### src/hw/adc_flag_pkg.sv
// package: register map, field layout and carriers for the converter status-flag block
package adc_flag_pkg;

   // -------------------------------------------------------------------
   // sizes
   // -------------------------------------------------------------------
   localparam int unsigned NUM_CH   = 8;
   localparam int unsigned CH_W     = 3;
   localparam int unsigned RES_W    = 10;
   localparam int unsigned ADDR_W   = 8;
   localparam int unsigned DATA_W   = 32;

   // -------------------------------------------------------------------
   // register byte offsets
   // -------------------------------------------------------------------
   localparam logic [ADDR_W-1:0] OFS_CTRL     = 8'h00;  // write: start pulse
   localparam logic [ADDR_W-1:0] OFS_MODE     = 8'h04;  // sleep option
   localparam logic [ADDR_W-1:0] OFS_CH_EN    = 8'h10;  // write ones to enable
   localparam logic [ADDR_W-1:0] OFS_CH_DIS   = 8'h14;  // write ones to disable
   localparam logic [ADDR_W-1:0] OFS_CH_STAT  = 8'h18;  // enabled channels
   localparam logic [ADDR_W-1:0] OFS_STATUS   = 8'h1C;  // flags, read clears overruns
   localparam logic [ADDR_W-1:0] OFS_LAST     = 8'h20;  // last_result_reg
   localparam logic [ADDR_W-1:0] OFS_IRQ_STAT = 8'h24;  // sticky events, write one clears
   localparam logic [ADDR_W-1:0] OFS_IRQ_MASK = 8'h28;  // event mask, same layout
   localparam logic [ADDR_W-1:0] OFS_RES_BASE = 8'h30;  // channel_result_reg 0..7
   localparam logic [ADDR_W-1:0] OFS_RES_TOP  = 8'h4C;

   // -------------------------------------------------------------------
   // field positions
   // -------------------------------------------------------------------
   localparam int unsigned CTRL_START_BIT = 1;
   localparam int unsigned MODE_SLEEP_BIT = 5;
   localparam int unsigned ST_DONE_LSB    = 0;
   localparam int unsigned ST_OVR_LSB     = 8;
   localparam int unsigned ST_DATA_READY_FLAG_BIT    = 16;
   localparam int unsigned ST_GOVR_BIT    = 17;
   localparam int unsigned LAST_CH_LSB    = 12;
   localparam int unsigned EVT_W          = 2;
   localparam int unsigned EVT_STORE_BIT  = 0;
   localparam int unsigned EVT_GOVR_BIT   = 1;

   // -------------------------------------------------------------------
   // reset values
   // -------------------------------------------------------------------
   localparam logic [DATA_W-1:0] DATA_ZERO  = 32'h0000_0000;
   localparam logic [NUM_CH-1:0] CH_EN_RST  = 8'h00;
   localparam logic [EVT_W-1:0]  EVT_RST    = 2'h0;
   localparam logic [RES_W-1:0]  RES_RST    = 10'h000;
   localparam logic [CH_W-1:0]   CH_RST     = 3'h0;

   // -------------------------------------------------------------------
   // carriers
   // -------------------------------------------------------------------
   typedef struct packed {
      logic              psel;
      logic              penable;
      logic              pwrite;
      logic [ADDR_W-1:0] paddr;
      logic [DATA_W-1:0] pwdata;
   } apb_req_s;

   typedef struct packed {
      logic             valid;  // one-cycle end of conversion
      logic [CH_W-1:0]  ch;
      logic [RES_W-1:0] data;
   } conv_end_s;

endpackage

### src/hw/adc_status_flags.sv
// converter status flags, result registers and apb register file
`timescale 1ns/1ps
module adc_status_flags (
   input  wire logic                          CORE_CLK_IN,
   input  wire logic                          RESET_N_IN,
   input  wire adc_flag_pkg::apb_req_s        APB_REQ_IN,
   input  wire adc_flag_pkg::conv_end_s       CONV_END_IN,
   output logic [adc_flag_pkg::DATA_W-1:0]    PRDATA_OUT,
   output logic                               PREADY_OUT,
   output logic                               PSLVERR_OUT,
   output logic [adc_flag_pkg::NUM_CH-1:0]    CH_EN_OUT,
   output logic                               START_OUT,
   output logic                               SLEEP_OUT,
   output logic                               IRQ_OUT
);
   import adc_flag_pkg::*;

   // -------------------------------------------------------------------
   // state
   // -------------------------------------------------------------------
   logic [NUM_CH-1:0] ch_en_q;
   logic [NUM_CH-1:0] done_q;
   logic [NUM_CH-1:0] done_d;
   logic [NUM_CH-1:0] ovr_q;
   logic [NUM_CH-1:0] ovr_d;
   logic              data_ready_flag_q;
   logic              data_ready_flag_d;
   logic              global_overrun_flag_q;
   logic              global_overrun_flag_d;
   logic [RES_W-1:0]  result_q [NUM_CH];
   logic [RES_W-1:0]  last_data_q;
   logic [CH_W-1:0]   last_ch_q;
   logic              sleep_q;
   logic              start_q;
   logic [EVT_W-1:0]  evt_q;
   logic [EVT_W-1:0]  evt_d;
   logic [EVT_W-1:0]  mask_q;
   logic              irq_q;
   logic [DATA_W-1:0] prdata_q;
   logic              pready_q;
   logic              pslverr_q;

   // -------------------------------------------------------------------
   // apb decode
   // -------------------------------------------------------------------
   // every side effect happens at the edge that closes the setup cycle, the
   // same edge that samples read data, so a flag can never be read and then
   // cleared with an event slipping in between the two
   logic              acc;
   logic              rd;
   logic              wr;
   logic              sel_ctrl;
   logic              sel_mode;
   logic              sel_en;
   logic              sel_dis;
   logic              sel_chst;
   logic              sel_stat;
   logic              sel_last;
   logic              sel_istat;
   logic              sel_imask;
   logic              sel_res;
   logic              mapped;
   logic [CH_W-1:0]   res_idx;
   logic [ADDR_W-1:0] res_ofs;

   assign acc       = APB_REQ_IN.psel & ~APB_REQ_IN.penable;
   assign rd        = acc & ~APB_REQ_IN.pwrite;
   assign wr        = acc & APB_REQ_IN.pwrite;
   assign sel_ctrl  = APB_REQ_IN.paddr == OFS_CTRL;
   assign sel_mode  = APB_REQ_IN.paddr == OFS_MODE;
   assign sel_en    = APB_REQ_IN.paddr == OFS_CH_EN;
   assign sel_dis   = APB_REQ_IN.paddr == OFS_CH_DIS;
   assign sel_chst  = APB_REQ_IN.paddr == OFS_CH_STAT;
   assign sel_stat  = APB_REQ_IN.paddr == OFS_STATUS;
   assign sel_last  = APB_REQ_IN.paddr == OFS_LAST;
   assign sel_istat = APB_REQ_IN.paddr == OFS_IRQ_STAT;
   assign sel_imask = APB_REQ_IN.paddr == OFS_IRQ_MASK;
   assign res_ofs   = APB_REQ_IN.paddr - OFS_RES_BASE;
   assign sel_res   = (APB_REQ_IN.paddr >= OFS_RES_BASE) && (APB_REQ_IN.paddr <= OFS_RES_TOP)
                      && (APB_REQ_IN.paddr[1:0] == 2'h0);
   assign res_idx   = res_ofs[CH_W+1:2];
   assign mapped    = sel_ctrl | sel_mode | sel_en | sel_dis | sel_chst | sel_stat
                      | sel_last | sel_istat | sel_imask | sel_res;

   // read strobes that act on the flags
   logic rd_stat;
   logic rd_last;
   logic rd_res;
   assign rd_stat = rd & sel_stat;
   assign rd_last = rd & sel_last;
   assign rd_res  = rd & sel_res;

   // -------------------------------------------------------------------
   // conversion end
   // -------------------------------------------------------------------
   // a result is kept only for a channel enabled before this edge; a disable
   // write in the same cycle is seen one edge later and so does not cancel it
   // limitation: a dropped result leaves no trace at all, so software cannot
   // tell it from a conversion that never ran
   logic store;
   assign store = CONV_END_IN.valid & ch_en_q[CONV_END_IN.ch];

   // -------------------------------------------------------------------
   // per-channel done and overrun flags
   // -------------------------------------------------------------------
   genvar gi;
   generate
      for (gi = 0; gi < NUM_CH; gi++) begin : g_ch
         logic hit;
         logic clr_done;
         assign hit      = store && (CONV_END_IN.ch == CH_W'(gi));
         // only the addressed channel, or the last-result owner, is cleared
         assign clr_done = (rd_res && (res_idx == CH_W'(gi)))
                           | (rd_last && (last_ch_q == CH_W'(gi)));
         assign done_d[gi] = hit | (done_q[gi] & ~clr_done);
         // overrun needs a pending unread result; a plain done set during a
         // status read does not protect the old overrun from clearing
         assign ovr_d[gi]  = (hit & done_q[gi]) | (ovr_q[gi] & ~rd_stat);

         always_ff @(posedge CORE_CLK_IN or negedge RESET_N_IN) begin
            if (!RESET_N_IN) begin
               result_q[gi] <= RES_RST;
            end else if (hit) begin
               result_q[gi] <= CONV_END_IN.data;
            end
         end
      end
   endgenerate

   // -------------------------------------------------------------------
   // global flags
   // -------------------------------------------------------------------
   // data-ready is tied to the stored result only; channel result reads do
   // not touch it, so mixed polling of both styles stays consistent
   assign data_ready_flag_d     = store | (data_ready_flag_q & ~rd_last);
   // a fresh overrun wins over a status read in the same cycle, so no overrun
   // can slip in between the read that reports and the read that clears
   assign global_overrun_flag_d = (store & data_ready_flag_q)
                                  | (global_overrun_flag_q & ~rd_stat);

   // -------------------------------------------------------------------
   // interrupt events
   // -------------------------------------------------------------------
   logic [EVT_W-1:0] evt_set;
   logic [EVT_W-1:0] evt_clr;
   assign evt_set[EVT_STORE_BIT] = store;
   assign evt_set[EVT_GOVR_BIT]  = store & data_ready_flag_q;
   assign evt_clr = (wr & sel_istat) ? APB_REQ_IN.pwdata[EVT_W-1:0] : EVT_RST;
   assign evt_d   = evt_set | (evt_q & ~evt_clr);

   // built from the next event state so the line rises with the status bit;
   // a mask write only takes hold one cycle later
   logic irq_d;
   assign irq_d = |(evt_d & mask_q);

   // -------------------------------------------------------------------
   // read data mux
   // -------------------------------------------------------------------
   logic [DATA_W-1:0] status_word;
   logic [DATA_W-1:0] last_word;
   logic [DATA_W-1:0] rdata;
   always_comb begin
      status_word = DATA_ZERO;
      status_word[ST_DONE_LSB +: NUM_CH] = done_q;
      status_word[ST_OVR_LSB +: NUM_CH]  = ovr_q;
      status_word[ST_DATA_READY_FLAG_BIT]           = data_ready_flag_q;
      status_word[ST_GOVR_BIT]           = global_overrun_flag_q;
   end

   always_comb begin
      last_word = DATA_ZERO;
      last_word[RES_W-1:0]              = last_data_q;
      last_word[LAST_CH_LSB +: CH_W]    = last_ch_q;
   end

   // unmapped and write-only offsets read as zero
   always_comb begin
      rdata = DATA_ZERO;
      if (sel_mode) begin
         rdata[MODE_SLEEP_BIT] = sleep_q;
      end else if (sel_chst) begin
         rdata[NUM_CH-1:0] = ch_en_q;
      end else if (sel_stat) begin
         rdata = status_word;
      end else if (sel_last) begin
         rdata = last_word;
      end else if (sel_istat) begin
         rdata[EVT_W-1:0] = evt_q;
      end else if (sel_imask) begin
         rdata[EVT_W-1:0] = mask_q;
      end else if (sel_res) begin
         rdata[RES_W-1:0] = result_q[res_idx];
      end
   end

   // -------------------------------------------------------------------
   // flag registers
   // -------------------------------------------------------------------
   always_ff @(posedge CORE_CLK_IN or negedge RESET_N_IN) begin
      if (!RESET_N_IN) begin
         done_q                <= CH_EN_RST;
         ovr_q                 <= CH_EN_RST;
         data_ready_flag_q     <= 1'b0;
         global_overrun_flag_q <= 1'b0;
         evt_q                 <= EVT_RST;
      end else begin
         done_q                <= done_d;
         ovr_q                 <= ovr_d;
         data_ready_flag_q     <= data_ready_flag_d;
         global_overrun_flag_q <= global_overrun_flag_d;
         evt_q                 <= evt_d;
      end
   end

   // last-result register follows every stored result; the channel number
   // travels with the data so a last-result read clears the done flag of the
   // channel it actually returned
   always_ff @(posedge CORE_CLK_IN or negedge RESET_N_IN) begin
      if (!RESET_N_IN) begin
         last_data_q <= RES_RST;
         last_ch_q   <= CH_RST;
      end else if (store) begin
         last_data_q <= CONV_END_IN.data;
         last_ch_q   <= CONV_END_IN.ch;
      end
   end

   // -------------------------------------------------------------------
   // control registers
   // -------------------------------------------------------------------
   // start is a one-cycle pulse; sleep is only a level handed to the
   // converter, which applies it after the conversion that start begins
   always_ff @(posedge CORE_CLK_IN or negedge RESET_N_IN) begin
      if (!RESET_N_IN) begin
         ch_en_q <= CH_EN_RST;
         sleep_q <= 1'b0;
         start_q <= 1'b0;
         mask_q  <= EVT_RST;
      end else begin
         start_q <= wr & sel_ctrl & APB_REQ_IN.pwdata[CTRL_START_BIT];
         if (wr && sel_mode) begin
            sleep_q <= APB_REQ_IN.pwdata[MODE_SLEEP_BIT];
         end
         if (wr && sel_en) begin
            ch_en_q <= ch_en_q | APB_REQ_IN.pwdata[NUM_CH-1:0];
         end else if (wr && sel_dis) begin
            ch_en_q <= ch_en_q & ~APB_REQ_IN.pwdata[NUM_CH-1:0];
         end
         if (wr && sel_imask) begin
            mask_q <= APB_REQ_IN.pwdata[EVT_W-1:0];
         end
      end
   end

   // -------------------------------------------------------------------
   // apb answer and interrupt
   // -------------------------------------------------------------------
   // one fixed wait-free access phase: ready rises in the first access cycle;
   // a master that drops psel after setup still gets the side effects, which
   // a conforming master never does
   always_ff @(posedge CORE_CLK_IN or negedge RESET_N_IN) begin
      if (!RESET_N_IN) begin
         prdata_q  <= DATA_ZERO;
         pready_q  <= 1'b0;
         pslverr_q <= 1'b0;
         irq_q     <= 1'b0;
      end else begin
         pready_q  <= acc;
         pslverr_q <= acc & ~mapped;
         irq_q     <= irq_d;
         if (rd) begin
            prdata_q <= rdata;
         end
      end
   end

   // -------------------------------------------------------------------
   // outputs
   // -------------------------------------------------------------------
   assign PRDATA_OUT  = prdata_q;
   assign PREADY_OUT  = pready_q;
   assign PSLVERR_OUT = pslverr_q;
   assign CH_EN_OUT   = ch_en_q;
   assign START_OUT   = start_q;
   assign SLEEP_OUT   = sleep_q;
   assign IRQ_OUT     = irq_q;

endmodule // adc_status_flags

### config.mk
export PLATFORM = sky130hd
export DESIGN_NAME = adc_status_flags
export DESIGN_NICKNAME = d
export VERILOG_FILES = /design/src/hw/adc_flag_pkg.sv /design/src/hw/adc_status_flags.sv
export SDC_FILE = /design/constraint.sdc
export NUM_CORES = 1
export LEC_CHECK = 0
export ABC_CLOCK_PERIOD_IN_PS = 2380
export BUFFER_PORTS_ARGS = -buffer_cell sky130_fd_sc_hd__buf_2
export CAP_MARGIN = 10
export CELL_PAD_IN_SITES_DETAIL_PLACEMENT = 1
export CELL_PAD_IN_SITES_GLOBAL_PLACEMENT = 2
export CORE_AREA = 2 2 135 137
export CTS_BUF_LIST = sky130_fd_sc_hd__clkbuf_4
export CTS_CLUSTER_SIZE = 14
export DETAILED_ROUTE_END_ITERATION = 8
export DIE_AREA = 0 0 137 139
export PLACE_DENSITY_LB_ADDON = 0.1
export SYNTH_ARGS = -nofsm -noshare
export SYNTH_HDL_FRONTEND = slang
export SYNTH_SLANG_ARGS = --single-unit
### constraint.sdc
create_clock -name CORE_CLK_IN -period 2.38 [get_ports CORE_CLK_IN]
set_input_delay 0.238 -clock CORE_CLK_IN [delete_from_list [all_inputs] [get_ports CORE_CLK_IN]]
set_output_delay 0.238 -clock CORE_CLK_IN [all_outputs]
set_load 0.05 [all_outputs]
==> tab_implementation.tex <==
\begin{tabular}{lr}
\hline
Metric & Value \\
\hline
\multicolumn{2}{l}{\textbf{Place}} \\
Final RePlAce weighted congestion & 0.841 \\
Post-DP HPWL & 14000 um \\
Cell area reported after detailed placement & 7730 um2 \\
I/O Buffers & 65 \\
\multicolumn{2}{l}{\textbf{Synth}} \\
Cell type with the highest aggregate area in the netlist & dfrtp\_1 \\
Synthesized-area fraction occupied by adder cells & 0 \\
Predominant post-synthesis flop cell & dfrtp\_1 \\
Post-synthesis mux area share & 0.239 \\
Count of different cell masters after synthesis & 56 \\
Number of storage elements in the synthesis netlist & 146 \\
EDFF count, synth & 0 \\
Post-synthesis share of cell area spent on xor and xnor gates & 0 \\
Main combinational cell family by area after synthesis & multiplexers \\
Top-area cell type share of the netlist area & 0.530 \\
Synth Area per Inst & between 10 and 15 um2 \\
Simple-Gate Fraction of Synth Area & 0.0931 \\
Seq/Total Area, Yosys & 0.530 \\
Top post-synthesis cells by area & dfrtp\_1 (53\%), mux2\_2 (15\%), mux4\_2 (7.2\%) \\
Fraction of registers with async set or reset after synthesis & 1.00 \\
Synthesized instance count & 550 \\
Share of the synthesized area in compound gates (AO/OA/AOI/OAI) & 0.0924 \\
Top post-synthesis cells by count & dfrtp\_1 (146), mux2\_2 (94), nand2\_1 (59) \\
Ys Warns & 0 \\
Netlist area before placement & 6890 um2 \\
Most used standard cell by instance count after synthesis & dfrtp\_1 \\
\multicolumn{2}{l}{\textbf{Die}} \\
Die ar. & 19000 um2 \\
Horiz. Die Dim & $\sim$140 um \\
I/O pins & 104 \\
Number of standard-cell rows in the floorplan & 49 \\
Core outline area & 17700 um2 \\
Die Ht & 139 um \\
Initial cell density of the core & 0.390 \\
\multicolumn{2}{l}{\textbf{Critical path}} \\
Arrival time of the worst setup path & 2710 ps \\
Largest stage delay on the critical path & 620 ps \\
Number of cells on the worst reg-to-reg path & 5 \\
Ordered list of cells on the worst path & mux4\_2, nand3\_1, nor3\_2, buf\_4, mux2\_2 \\
Worst path top cell family by delay & simple AND/OR/NAND/NOR gates \\
Crit path capture type & flop \\
Peak fanout along the critical path & 7 \\
Highest-delay cell along the critical path & nor3\_2 \\
Critical path class & reg2reg \\
Destination of the worst register-to-register timing path & result\_q[36]\$\_DFFE\_PN0P\_ \\
Data required time at the worst endpoint & approximately 2800 ps \\
Slack of the worst reg-to-reg path & 120 ps \\
Total buffers and inverters traversed by the critical path & 1 \\
Category of the worst setup path launch point & flop \\
\multicolumn{2}{l}{\textbf{Routing}} \\
Average wire per cell in the routed design & $\sim$22 um \\
DRC marker count from the first detailed-route iteration & 213 \\
Number of optimization iterations in the first detailed-route pass & 4 \\
Via total after detailed routing & 4914 \\
Drt via density & 5.41 \\
Final routed DRC violation total & 0 \\
Final antenna-violating net count & 0 \\
Total length of routed wires & 19900 um \\
\multicolumn{2}{l}{\textbf{Power and ir drop}} \\
Pwr Density & around 720 nW/um2 \\
Peak supply drop & 0.000309 V \\
Static leakage & 3.68 nW \\
PnR Total Power & about 0.0059 W \\
\multicolumn{2}{l}{\textbf{Clocking}} \\
Post-cts sizing count & 0 \\
Number of hold buffers added after cts & 18 \\
Clk root buf & clkbuf\_4 \\
Clock latency on the worst-skew pair & 560 ps \\
CTS clock-pin slew for the worst setup and hold paths & roughly 130 ps \\
CTS Sinks & 146 \\
Htree depth & 4 \\
CTS tree & built \\
Number of buffers on the longest clock path & 2 \\
Post-CTS repair timing setup buffer count & 0 \\
Total CTS buffers & 17 \\
\multicolumn{2}{l}{\textbf{Layout}} \\
Area of all placed cells without fillers & 8240 um2 \\
Ratio of cells with drive above 1 in the final layout & 0.394 \\
Layout net count & between 700 and 800 \\
Area grow syn2layout & 19.6\% \\
Final Util & 0.467 \\
Fillers & 1869 \\
\multicolumn{2}{l}{\textbf{STA}} \\
RSZ-0062 raised after global routing & false \\
Max Slew Vio Count & 0 \\
Sum Neg Setup Slack & 0 ps \\
Tmin final & 2260 ps \\
Worst Clk Skew & 16.4 ps \\
Setup violators final & 0 \\
Achievable Freq & 442 MHz \\
Hold Fails Final Rpt & 0 \\
Period Utilization, post-route & 0.951 \\
Slew at the pin closest to its max-slew limit & 831 ps \\
Headroom to the max-slew limit & 0.443 \\
\multicolumn{2}{l}{\textbf{Global routing}} \\
Antenna violations before repair & 2 \\
Most used routing layer in global routing & met2 \\
Largest net degree at the start of global routing & 63 \\
Met2 GRT Util & 0.369 \\
Global-route wire length before repair & 31600 um \\
Met3 GRT Util & 0.0358 \\
GR Layer Usage met1 & 0.299 \\
Total congestion overflow after global routing & 0 \\
Aggregate global-route resource usage & 0.224 \\
Number of global-route vias before repair & between 5000 and 6000 \\
\multicolumn{2}{l}{\textbf{Run}} \\
Reported max-cap violation count & 0 \\
\multicolumn{2}{l}{\textbf{Hold path}} \\
Path class of the lowest-slack min-delay path & in2reg \\
Hold worst-path end & result\_q[30]\$\_DFFE\_PN0P\_ \\
Hold Crit Start & CONV\_END\_IN[0] \\
Worst hold path cell count & 2 \\
\multicolumn{2}{l}{\textbf{Status}} \\
Result of the run & finished clean \\
\hline
\end{tabular}
placed cells by master, fill, tap and decap left out, types with 3 or more instances in the layout:
cell,n
nand2b_1,7
clkbuf_4,19
a32o_1,4
a22o_1,15
o31ai_1,3
nor2b_1,5
a221oi_1,5
buf_4,39
inv_1,16
o41ai_1,3
a21oi_1,11
diode_2,3
o21ai_0,20
nand2_1,59
dfrtp_1,146
conb_1,14
mux2i_1,9
nor2_1,10
bufinv_16,4
a21o_1,4
mux4_2,22
nor3b_1,3
dlygate4sd3_1,18
and3_1,3
nor3_1,8
buf_2,64
nand3_1,14
mux2_2,94
buf_12,6
o211ai_1,3
cells by family (layout without fill, tap and decap cells):
logic type | Yosys count | count (layout)
buf+inv | 62 | 176
compound gates | 88 | 88
other cells | 1 | 17
mux | 125 | 125
simple gates | 128 | 128
flops | 146 | 146
state kept, by name, summed over array words and instances, names as in the netlist, named ones only:
signal                 flops
IRQ_OUT                    1
done_q                     8
START_OUT                  1
last_ch_q                  3
evt_q                      2
data_ready_flag_q          1
result_q                  80
ovr_q                      8
PREADY_OUT                 1
PSLVERR_OUT                1
SLEEP_OUT                  1
mask_q                     2
last_data_q               10
global_overrun_flag_q      1
PRDATA_OUT                18
area by class of cell:
type / instances / area [um2] / area share
clock inverters: 13 / 183 / 0.0222
well taps: 229 / 287 / 0.0348
repair buffers: 128 / 925 / 0.112
flip-flops and latches: 146 / 3650 / 0.443
multi-input cells: 355 / 2990 / 0.362
diodes: 3 / 7.51 / 0.000911
clock buffers: 19 / 143 / 0.0173
inverters: 16 / 60.1 / 0.00729
power by group:
group	internal, W	leakage [nW]	switching, W
registers	0.00287	1.72	0.000212
clock network	0.000857	0.169	0.000945
logic	0.000563	1.79	0.000505
total	0.00429	3.68	0.00166
routing by layer:
| metal | wire length (um) | up-vias | part of all wire |
|---|---|---|---|
| met5 | 0 | - | 0 |
| met4 | 395 | 0 | 0.020 |
| met3 | 621 | 26 | 0.031 |
| met2 | 9860 | 99 | 0.50 |
| met1 | 9020 | 2563 | 0.45 |
| li1 | - | 2226 | - |
worst max-delay path by stage:
stage / cells past startpoint / end / slack (ps) / startpoint
2_1_floorplan: 5 / last_data_q[3]$_DFFE_PN0P_ / 190 / flop
3_3_place_gp: 6 / result_q[78]$_DFFE_PN0P_ / 110 / CONV_END_IN[10]
3_5_place_dp: 6 / result_q[71]$_DFFE_PN0P_ / 80 / CONV_END_IN[10]
4_1_cts: 5 / result_q[31]$_DFFE_PN0P_ / 100 / flop
5_1_grt: 5 / result_q[31]$_DFFE_PN0P_ / 30 / flop
6_report: 5 / result_q[36]$_DFFE_PN0P_ / 120 / flop
through the flow:
step | worst slack (ps) | instances | hold WS (ps)
after CTS | 101 | 906 | 1.13
after detailed placement | 75.8 | 856 | 285
after global placement | 106 | 856 | 264
final | 116 | 909 | 33.7
after global routing | 30.9 | 908 | 18.8
after floorplan | 189 | 563 | -57.6
Power figures use the tool's default switching activity.
